### config.mk
export PLATFORM = sky130hd
export DESIGN_NAME = sysref_request_window_sync
export DESIGN_NICKNAME = d
export VERILOG_FILES = /design/src/core/sysref_req_pkg.sv /design/src/core/sysref_request_window_sync.sv
export SDC_FILE = /design/constraint.sdc
export NUM_CORES = 1
export LEC_CHECK = 0
export BUFFER_PORTS_ARGS = -buffer_cell sky130_fd_sc_hd__clkbuf_2
export CORE_ASPECT_RATIO = 0.5
export CORE_MARGIN = 3
export CORE_UTILIZATION = 50
export DETAILED_ROUTE_END_ITERATION = 6
export GPL_TIMING_DRIVEN = 0
export PLACE_DENSITY = 0.73
export SETUP_SLACK_MARGIN = 0.1
export SLEW_MARGIN = 15
export SYNTH_ARGS = -nofsm -noshare
export SYNTH_HDL_FRONTEND = slang
export SYNTH_SLANG_ARGS = --single-unit
### constraint.sdc
create_clock -name mclk -period 6.8 [get_ports mclk]
set_clock_uncertainty 0.2 [all_clocks]
set_input_delay 0.34 -clock mclk [delete_from_list [all_inputs] [get_ports mclk]]
set_output_delay 0.34 -clock mclk [all_outputs]
set_load 0.005 [all_outputs]
### src/core/sysref_req_pkg.sv
// package: register map, field layouts, timing constants for request logic
package sysref_req_pkg;
  // ****************************************
  // register offsets (byte addresses)
  // ****************************************
  localparam logic [7:0] ctrl_off = 8'h00;
  localparam logic [7:0] delay_off = 8'h04;
  localparam logic [7:0] status_off = 8'h08;
  localparam logic [7:0] reset_off = 8'h0C;
  localparam logic [7:0] current_off = 8'h10;
  // ****************************************
  // ctrl fields
  // ****************************************
  localparam int func_lsb = 0;
  localparam int input_sel_lsb = 2;
  localparam int sync_cmd_bit = 4;
  // ****************************************
  // delay fields
  // ****************************************
  localparam int dly_count_lsb = 0;
  localparam int dly_count_w = 7;
  localparam int dly_step_lsb = 8;
  // ****************************************
  // reset values, plus the final current setting
  // ****************************************
  localparam logic [1:0] func_rst = 2'h1;
  localparam logic [1:0] input_sel_rst = 2'h0;
  localparam logic [6:0] dly_count_rst = 7'h00;
  localparam logic [1:0] dly_step_rst = 2'h0;
  localparam logic [3:0] current_rst = 4'h0;
  localparam logic [3:0] current_final = 4'h6;
  // ****************************************
  // encodings
  // ****************************************
  typedef enum logic [1:0] {
    func_sync = 2'h0,
    func_request = 2'h1,
    func_window = 2'h2
  } req_func_t;
  localparam logic [1:0] sel_pin = 2'h0;
  localparam logic [1:0] sel_low = 2'h2;
  localparam logic [1:0] sel_high = 2'h3;
  // step sizes in femtoseconds, codes 0..3
  localparam int step_fs_0 = 22250;
  localparam int step_fs_1 = 13000;
  localparam int step_fs_2 = 10500;
  localparam int step_fs_3 = 7750;
  // ****************************************
  // timing
  // ****************************************
  localparam int clk_period_ps = 20000;
  localparam int hold_extra_ps = 1600;
  localparam int hold_clk_periods = 3;
  // least time rounds up
  localparam int hold_extra_cyc =
    (hold_extra_ps + clk_period_ps - 1) / clk_period_ps;
  localparam int valid_hold_cyc = hold_clk_periods + hold_extra_cyc;
  localparam int soft_reset_ns = 1000;
  localparam int soft_reset_cyc = (soft_reset_ns * 1000 + clk_period_ps - 1)
    / clk_period_ps;
  localparam int sync_spacing_cyc = 75;
  localparam int sync_high_cyc = 6;
endpackage

### src/core/sysref_request_window_sync.sv
// module: request pin windowing, delay, sync and reset control with apb
//
// The placing of the registers and register access over APB were decided locally.
module sysref_request_window_sync #(
  parameter int soft_reset_cycles = sysref_req_pkg::soft_reset_cyc
) (
  // clock and reset
  input wire logic mclk,
  input wire logic reset_n,
  // apb slave
  input wire logic psel,
  input wire logic penable,
  input wire logic pwrite,
  input wire logic [7:0] paddr,
  input wire logic [31:0] pwdata,
  output logic [31:0] prdata,
  output logic pready,
  output logic pslverr,
  // request pin and input clock edge sample
  input wire logic request_input_pin,
  input wire logic input_clock_pin,
  // outputs to the clock path
  output logic request_internal,
  output logic frame_request,
  output logic divider_sync,
  output logic soft_reset_active,
  output logic [31:0] request_delay_fs
);
  // ****************************************
  // registers
  // ****************************************
  logic [1:0] func_reg;
  logic [1:0] input_sel_reg;
  logic [6:0] dly_count_reg;
  logic [1:0] dly_step_reg;
  logic reset_bit_reg;
  logic [3:0] current_reg;
  logic [31:0] prdata_reg;
  logic pready_reg;
  logic pslverr_reg;
  logic [2:0] pin_hist_reg;
  logic [2:0] hold_cnt_reg;
  logic [1:0] edge_pos_reg;
  logic pos_valid_reg;
  logic [2:0] pos_sync1_reg;
  logic [2:0] pos_sync2_reg;
  logic [6:0] dly_cnt_reg;
  logic [7:0] gap_cnt_reg;
  logic sync_reg;
  logic [15:0] rst_cnt_reg;
  logic rst_ok_reg;
  logic reqi_reg;
  logic freq_reg;
  logic srst_reg;
  logic [31:0] dly_fs_reg;
  // ****************************************
  // decode
  // ****************************************
  function automatic int step_fs(input logic [1:0] code);
    case (code)
      2'h0: step_fs = sysref_req_pkg::step_fs_0;
      2'h1: step_fs = sysref_req_pkg::step_fs_1;
      2'h2: step_fs = sysref_req_pkg::step_fs_2;
      default: step_fs = sysref_req_pkg::step_fs_3;
    endcase
  endfunction
  wire setup_w = psel && !penable;
  wire wr_en = psel && penable && pwrite && pready_reg;
  wire hit_ctrl = paddr == sysref_req_pkg::ctrl_off;
  wire hit_dly = paddr == sysref_req_pkg::delay_off;
  wire hit_stat = paddr == sysref_req_pkg::status_off;
  wire hit_rst = paddr == sysref_req_pkg::reset_off;
  wire hit_cur = paddr == sysref_req_pkg::current_off;
  wire mapped = hit_ctrl | hit_dly | hit_stat | hit_rst | hit_cur;
  wire sync_cmd = wr_en && hit_ctrl && pwdata[sysref_req_pkg::sync_cmd_bit];
  wire sel_level = (input_sel_reg == sysref_req_pkg::sel_high) ? 1'b1 :
    (input_sel_reg == sysref_req_pkg::sel_low) ? 1'b0 : request_input_pin;
  wire pin_rise = pin_hist_reg[0] && !pin_hist_reg[1];
  // windowing looks at the raw pin, never the delayed copy
  wire win_mode = func_reg == sysref_req_pkg::func_window;
  wire sync_mode = func_reg == sysref_req_pkg::func_sync;
  wire req_mode = func_reg == sysref_req_pkg::func_request;
  wire sel_rise = sel_level && !pin_hist_reg[2];
  // spacing only a hazard guard; too-close edges are ignored
  wire pin_sync = sync_mode && sel_rise &&
    (gap_cnt_reg == 8'h00);
  wire [31:0] dly_fs_next =
    32'(step_fs(dly_step_reg)) * 32'(dly_count_reg);
  wire [31:0] rdata_next =
    hit_ctrl ? {28'h0000000, input_sel_reg, func_reg} :
    hit_dly ? {22'h000000, dly_step_reg, 1'b0, dly_count_reg} :
    hit_stat ? {29'h00000000, pos_sync2_reg} :
    hit_rst ? {31'h00000000, reset_bit_reg} :
    hit_cur ? {28'h0000000, current_reg} : 32'h00000000;
  // ****************************************
  // apb
  // ****************************************
  always_ff @(posedge mclk) begin
    if (!reset_n) begin
      pready_reg <= 1'b0;
      prdata_reg <= 32'h00000000;
      pslverr_reg <= 1'b0;
    end else begin
      pready_reg <= setup_w;
      prdata_reg <= setup_w ? rdata_next : prdata_reg;
      pslverr_reg <= setup_w && !mapped;
    end
  end
  always_ff @(posedge mclk) begin
    if (!reset_n || srst_reg) begin
      func_reg <= sysref_req_pkg::func_rst;
      input_sel_reg <= sysref_req_pkg::input_sel_rst;
      dly_count_reg <= sysref_req_pkg::dly_count_rst;
      dly_step_reg <= sysref_req_pkg::dly_step_rst;
      current_reg <= sysref_req_pkg::current_rst;
    end else if (wr_en) begin
      if (hit_ctrl) begin
        func_reg <= pwdata[1:0];
        input_sel_reg <= pwdata[3:2];
      end
      if (hit_dly) begin
        dly_count_reg <= pwdata[6:0];
        dly_step_reg <= pwdata[9:8];
      end
      if (hit_cur) current_reg <= pwdata[3:0];
    end
  end
  // ****************************************
  // software reset
  // ****************************************
  always_ff @(posedge mclk) begin
    if (!reset_n) begin
      reset_bit_reg <= 1'b0;
      rst_cnt_reg <= 16'h0000;
      rst_ok_reg <= 1'b0;
      srst_reg <= 1'b0;
    end else begin
      srst_reg <= 1'b0;
      if (wr_en && hit_rst) reset_bit_reg <= pwdata[0];
      if (wr_en && hit_rst && pwdata[0] && !reset_bit_reg) begin
        rst_cnt_reg <= 16'h0000;
        rst_ok_reg <= 1'b0;
      end else if (reset_bit_reg && !rst_ok_reg) begin
        rst_cnt_reg <= rst_cnt_reg + 16'h0001;
        rst_ok_reg <= rst_cnt_reg >= 16'(soft_reset_cycles - 1);
      end
      // a clear too early is a short pulse: ignored
      if (wr_en && hit_rst && !pwdata[0] && reset_bit_reg && rst_ok_reg)
        srst_reg <= 1'b1;
    end
  end
  // ****************************************
  // windowing
  // ****************************************
  always_ff @(posedge mclk) begin
    if (!reset_n) begin
      pin_hist_reg <= 3'h0;
      hold_cnt_reg <= 3'h0;
      edge_pos_reg <= 2'h0;
      pos_valid_reg <= 1'b0;
      pos_sync1_reg <= 3'h0;
      pos_sync2_reg <= 3'h0;
    end else begin
      pin_hist_reg <= {sel_level, pin_hist_reg[0], request_input_pin};
      if (win_mode && pin_rise) begin
        edge_pos_reg <= {input_clock_pin, 1'b1};
        hold_cnt_reg <= 3'h1;
        pos_valid_reg <= 1'b0;
      end else if (win_mode && pin_hist_reg[0] &&
          hold_cnt_reg != 3'h0) begin
        if (hold_cnt_reg >= 3'(sysref_req_pkg::valid_hold_cyc)) begin
          pos_valid_reg <= 1'b1;
          hold_cnt_reg <= 3'h0;
        end else hold_cnt_reg <= hold_cnt_reg + 3'h1;
      end else if (!pin_hist_reg[0]) hold_cnt_reg <= 3'h0;
      pos_sync1_reg <= {pos_valid_reg, edge_pos_reg};
      pos_sync2_reg <= pos_sync1_reg;
    end
  end
  // ****************************************
  // delay, sync, outputs
  // ****************************************
  always_ff @(posedge mclk) begin
    if (!reset_n) begin
      dly_cnt_reg <= 7'h00;
      gap_cnt_reg <= 8'h00;
      sync_reg <= 1'b0;
      reqi_reg <= 1'b0;
      freq_reg <= 1'b0;
      dly_fs_reg <= 32'h00000000;
    end else begin
      dly_fs_reg <= dly_fs_next;
      reqi_reg <= sel_level;
      freq_reg <= req_mode && sel_level;
      if (pin_sync)
        gap_cnt_reg <= 8'(sysref_req_pkg::sync_spacing_cyc - 1);
      else if (gap_cnt_reg != 8'h00) gap_cnt_reg <= gap_cnt_reg - 8'h01;
      // one pulse realigns all seven dividers together
      sync_reg <= pin_sync || sync_cmd;
    end
  end
  assign prdata = prdata_reg;
  assign pready = pready_reg;
  assign pslverr = pslverr_reg;
  assign request_internal = reqi_reg;
  assign frame_request = freq_reg;
  assign divider_sync = sync_reg;
  assign soft_reset_active = srst_reg;
  assign request_delay_fs = dly_fs_reg;
endmodule

Word-level counts from Yosys, hierarchy flattened
Index checks and enable logic that the tools add are counted.
{"block": "totals", "latchBits": 0, "mem_bits_rw": 0, "word_cells": 109, "out_inout_bits": 70, "n_memories": 0, "in_bits": 47, "mem_bits_ro": 0, "ff_bits": 128}
{"block": "classes", "n_shift": 0, "eq_ne": 12, "n_mux": 15, "n_lt_le_gt_ge": 2, "n_div": 0, "n_mul": 1, "reduce_logical": 46, "add_sub_neg": 3, "bitwise_logic": 5}
{"cell": "one-hot mux 15 bit (3 select lines)", "count": 1}
{"cell": "multiplier 32 x 7 -> 32 bit", "count": 1}
{"cell": "logical AND 1 bit", "count": 22}
{"cell": "two-way mux 10 bit", "count": 2}
{"cell": "adder 16 x 1 -> 16 bit (second input constant)", "count": 1}
{"cell": "equality test 8 x 4 -> 1 bit (second input constant)", "count": 2}
{"cell": "greater-or-equal comparator 16 x 6 -> 1 bit (second input constant)", "count": 1}
{"cell": "zero test 8 bit", "count": 2}
{"cell": "two-way mux 7 bit", "count": 2}
{"cell": "two-way mux 4 bit", "count": 3}
{"cell": "two-way mux 3 bit", "count": 3}
{"cell": "equality test 2 bit (second input constant)", "count": 4}
{"cell": "equality test 8 x 3 -> 1 bit (second input constant)", "count": 1}
{"cell": "equality test 8 x 5 -> 1 bit (second input constant)", "count": 1}
{"cell": "zero test 1 bit", "count": 8}
{"cell": "AND reduction 2 bit", "count": 4}
{"cell": "nonzero test 8 bit", "count": 1}
{"cell": "subtractor 8 x 1 -> 8 bit (second input constant)", "count": 1}
{"cell": "OR reduction 2 bit", "count": 3}
{"cell": "equality test 2 x 1 -> 1 bit (second input constant)", "count": 2}
{"cell": "zero test 2 bit", "count": 2}
{"cell": "two-way mux 1 bit", "count": 4}
{"cell": "OR 1 bit", "count": 4}
{"cell": "adder 3 x 1 -> 3 bit (second input constant)", "count": 1}
{"cell": "other kinds (7)", "count": 8}

Logic depth before layout (Yosys ltp)
{"block": "depth", "word_depth": 8, "mapped_depth": 20, "mapped_depth_nobuf": 19}

Least setup slack after synthesis
No wires, ideal clock.
{"block": "synth_timing", "path_kind": "register to register", "startpoint": "reg dly_step_reg[0]", "endpoint": "reg dly_fs_reg[22] (netlist: request_delay_fs[22])", "synth_period_minus_slack_ns": 5.137, "n_path_buf": 1, "t_required_ns": 6.475, "t_arrival_ns": 4.812, "path_stages_with_launch": 20, "slack_ns": 1.663, "setup_ns": 0.125, "path_cell_list": "dfxtp_1 -> inv_1 -> ha_1 -> or2_2 -> clkbuf_1 -> nand2_1 -> fa_1 -> fa_1 -> inv_1 -> fa_1 -> inv_1 -> fa_1 -> inv_1 -> ha_1 -> inv_1 -> o41ai_4 -> a21oi_1 -> o31ai_2 -> a311oi_2 -> mux2i_1"}
{"block": "synth_via", "elab_chain_len": 3, "word_cells_on_any_way": 5, "cone_classes": "1 x mul; 2 x eq/ne; 1 x mux; 1 x reduce/logical"}
{"element": "start: declaration", "line": "sysref_request_window_sync.sv:35", "text": "logic [1:0] dly_step_reg;"}
{"element": "start signal: assignment", "line": "sysref_request_window_sync.sv:114", "text": "dly_step_reg <= sysref_req_pkg::dly_step_rst;"}
{"element": "start signal: assignment", "line": "sysref_request_window_sync.sv:123", "text": "dly_step_reg <= pwdata[9:8];"}
{"element": "equality test 2 bit (tied with other cells)", "line": "sysref_request_window_sync.sv:60", "text": "case (code)"}
{"element": "one-hot mux 15 bit (3 select lines) *", "line": "sysref_request_window_sync.sv:60"}
{"element": "multiplier 32 x 7 -> 32 bit *", "line": "sysref_request_window_sync.sv:88", "text": "32'(step_fs(dly_step_reg)) * 32'(dly_count_reg);"}
{"element": "end signal: assignment", "line": "sysref_request_window_sync.sv:192", "text": "dly_fs_reg <= dly_fs_next;"}
{"element": "end: declaration", "line": "sysref_request_window_sync.sv:55", "text": "logic [31:0] dly_fs_reg;"}
Every way passes the cells marked *; elsewhere a longest branch is shown, timed or not.
A chain may end at the register's enable or synchronous reset.

Worst setup path after layout
{"block": "layout_timing", "startpoint": "reg dly_step_reg[1]", "endpoint": "reg dly_fs_reg[23] (netlist: request_delay_fs[23])"}
The elaborated chain is that of the path after synthesis.

==> results.md <==
Global route:
- The number of global-route vias before repair is between 5000 and 6000.
- After global routing the overflow that remains totals 0.
- The first global-routing pass estimated 24.47 mm of wire.
- Entering global routing, the biggest net connects 20 pins.
- The total track usage is 0.2034.
- The initial antenna violation count was 0.

Clock tree:
- The root buffer cell chosen for the clock tree is sky130_fd_sc_hd__clkbuf_16.
- After clock tree synthesis, the clock-pin slew on the worst setup and hold paths is around 0.070 ns.
- The number of gates resized after CTS was 0.
- Buffers added to address setup during post-CTS repair amount to 0.
- The clock tree buffer depth is 2.
- The H-tree was split into 3 levels.
- The count of hold buffers inserted by post-cts repair is 0.
- The tree built by TritonCTS fans out to 95 sinks.
- For the worst-skew pair, the clock arrives at the later sink with an insertion delay of between 0.3 and 0.4 ns.
- Clock tree synthesis inserted a total of 9 buffers.
- TritonCTS built the clock tree.

Timing:
- The setup TNS is 0 ns.
- Headroom to the max-slew limit came out at 0.3306.
- Setup slack closes at 0.9313 ns.
- Based on the critical path, the design can be clocked at up to 170.4 MHz.
- The final clock period utilization by the worst path is 0.8630.
- The final count of pins violating max slew is 0.
- The clock period minus final worst setup slack is approximately 5.9 ns.
- The setup violation total in the final timing report is 0.
- Setup repair after global routing left no endpoint under its margin.
- The actual transition at the worst max-transition pin is around 0.99 ns.
- The number of failing hold endpoints at the final stage is 0.

Finish:
- Leaving out fill and tap cells, the most frequent cell in the layout is sky130_fd_sc_hd__inv_1.
- Leaving out fill and tap cells, the most frequent cells in the layout are sky130_fd_sc_hd__inv_1 (115), sky130_fd_sc_hd__dfxtp_1 (95), sky130_fd_sc_hd__nor2_1 (91).
- The number of diodes added for antenna fixing is 0.
- The layout cell share with drive strength beyond 1 is 0.1409.
- The flip-flop count of the largest register after layout is 23.
- Relative to the synthesized area, the layout overhead comes to 13.50%.
- In the final design database the tool counted ~1000 nets.

Routing:
- The routed wire length is approximately 15 mm.
- After detailed routing, the number of remaining DRC violations is 0.
- After detailed routing, the average wire length per cell comes to approximately 14 µm.
- Summing over every cut layer, the via total after detailed routing is approximately 5300.
- The number of detailed-routing iterations run before antenna repair is 4.
- The detailed router finished its first iteration with around 280 violations.
- The count of nets left with antenna violations after detail routing is 0.
- The number of vias per cell after detailed routing is roughly 5.

Logic synthesis:
- The count of unique library cells instantiated by Yosys is 60.
- The warning count from the yosys run is 0.
- Of all flip-flops after synthesis, the portion carrying an async set or reset was 0.
- The flip-flop and latch count after synthesis is 95.
- The number of flops mapped to enable cells by yosys is 0.
- Of the synthesized area, sequential elements account for 0.2780.
- The most used flip-flop cell after synthesis is sky130_fd_sc_hd__dfxtp_1.
- The combined area of all synthesized cells is ~7000 µm².
- The number of instances in the synthesized netlist is ~770.
- Averaged over all synthesized cells, the footprint is 8.918 µm².

Placed design:
- The routability congestion estimate from global placement is ~0.89.
- The total of buffers placed on input and output ports is 59.
- The pre-CTS setup slack is 1.026 ns.
- After legalization and detailed placement, the total HPWL measured ~12 mm.

Die:
- around 120 I/O pins were placed.
- The initial utilization of the core area, before any placement, comes to 0.5251.
- The placement row count is 29.
- The region available for standard cell placement spans roughly 13000 µm².
- The overall die area is roughly 15000 µm².
- The x dimension of the die is 171.4 µm.
- The die extent in y is about 90 µm.

Worst hold path:
- The kind of path behind the tightest hold check is input pin to register.

Critical path:
- The signal arrival time at the worst endpoint is 5.91 ns.
- The type of origin of the critical path is a register.
- STA classifies the critical path endpoint as a register.
- The setup path with the least slack is of type register to register.
- The peak fanout along the critical path is 10.
- The required time of the critical path is about 6.9 ns.

Pwr:
- After layout, the design draws a total of 0.001264 W.
- Dividing total power by cell area gives a power density of 162.8 nW/µm².
- The worst-case IR drop observed on VDD is roughly 0.14 mV.
- The static leakage is roughly 4 nW.

Run:
- The max-capacitance violation count is 0.

Outcome:
- The flow ran to the end, and the final reports show no timing, DRC or antenna violations.
metrics by stage:
stage          instance area, µm²  cells  hold WS (ns)  utilization
3_5_place_dp                 7465   1027        0.2223       0.5730
4_1_cts                      7764   1043       0.01876       0.5960
6_report                     7764   1043       0.03018       0.5960
2_1_floorplan                6957    798        0.2119            -
5_1_grt                      7764   1043       0.04213       0.5960
3_3_place_gp                 7465   1027        0.2172       0.5730
cells in the mapped netlist, drive strengths merged, types with 3 or more instances:
cell type | instances | area [µm²]
nand4 | 6 | 37.54
fa | 53 | 1061
a31oi | 3 | 18.77
a21oi | 28 | 140.1
and2 | 26 | 162.7
clkbuf | 15 | 57.55
o21ai | 20 | 103.9
nor2 | 91 | 341.6
nand2b | 17 | 106.4
nand3 | 11 | 55.05
and4 | 6 | 55.05
nor4 | 9 | 71.32
xor2 | 13 | 113.9
nor3 | 6 | 30.03
nor2b | 17 | 106.4
buf | 36 | 257.8
ha | 60 | 750.7
mux2i | 25 | 250.2
nand2 | 41 | 153.9
or3 | 3 | 18.77
and3 | 4 | 25.02
a21o | 6 | 46.30
dfxtp | 95 | 1902
o21a | 3 | 22.52
a22oi | 9 | 67.56
inv | 115 | 431.7
xnor2 | 17 | 148.9
where the power goes:
part / total (W) / switching, W / internal, W / leakage [nW]
clock: 0.000506 / 0.000246 / 0.000260 / 0.147
combinational: 0.000163 / 0.0000875 / 0.0000757 / 3.05
sequential: 0.000594 / 0.0000180 / 0.000576 / 0.768
kinds of logic after synthesis:
group           after synthesis  synth area share
simple gates                247            0.1815
buf+inv                     166            0.1092
compound gates               89           0.08762
mux                          26           0.03988
fa+ha+maj                   113            0.2649
xor+xnor                     30           0.03841
flops                        95            0.2780
other cells                   1         0.0005482
worst max-delay path: stages, from the launching register on:
cell and delay [ns]:
sky130_fd_sc_hd__dfxtp_1 0.47, sky130_fd_sc_hd__inv_1 0.13, sky130_fd_sc_hd__ha_1 0.39, sky130_fd_sc_hd__clkbuf_1 0.42
sky130_fd_sc_hd__nor2b_1 0.20, sky130_fd_sc_hd__fa_1 0.54, sky130_fd_sc_hd__inv_1 0.06, sky130_fd_sc_hd__fa_1 0.53
sky130_fd_sc_hd__inv_1 0.06, sky130_fd_sc_hd__fa_1 0.52, sky130_fd_sc_hd__inv_1 0.05, sky130_fd_sc_hd__fa_1 0.49
sky130_fd_sc_hd__inv_1 0.04, sky130_fd_sc_hd__ha_1 0.38, sky130_fd_sc_hd__a21oi_1 0.27, sky130_fd_sc_hd__nand2_1 0.13
sky130_fd_sc_hd__a221oi_1 0.36, sky130_fd_sc_hd__a21oi_1 0.14, sky130_fd_sc_hd__o21a_1 0.20, sky130_fd_sc_hd__o21ba_2 0.19
path summary, 6_finish.rpt:
kind                     endpoint  slack (ns)  depth (start not counted)             start
max          request_delay_fs[23]        0.93                         19   dly_step_reg[1]
min reg2reg      pos_sync2_reg[0]        0.23                          1  pos_sync1_reg[0]
min               dly_step_reg[1]        0.03                          3         pwdata[9]
max reg2reg  request_delay_fs[23]        0.93                         19   dly_step_reg[1]
per-layer routing:
layer,global-route usage,vias to the layer above,part of all wire
li1,-,2609,-
met1,0.2613,2519,0.47
met2,0.3577,142,0.46
met3,0.04284,13,0.054
met4,0.04745,0,0.014
met5,0,-,0
cell type report:
type / instances / area [µm²]
plain buffers: 51 / 315.3
clock inverters: 7 / 73.82
flip-flops and latches: 95 / 1902
multi-input cells: 537 / 4308
inverters: 115 / 431.7
clock buffers: 9 / 225.2
repair buffers: 59 / 295.3
well taps: 170 / 212.7
fillers: 1137 / 5263
(Power assumes the default switching activity.)
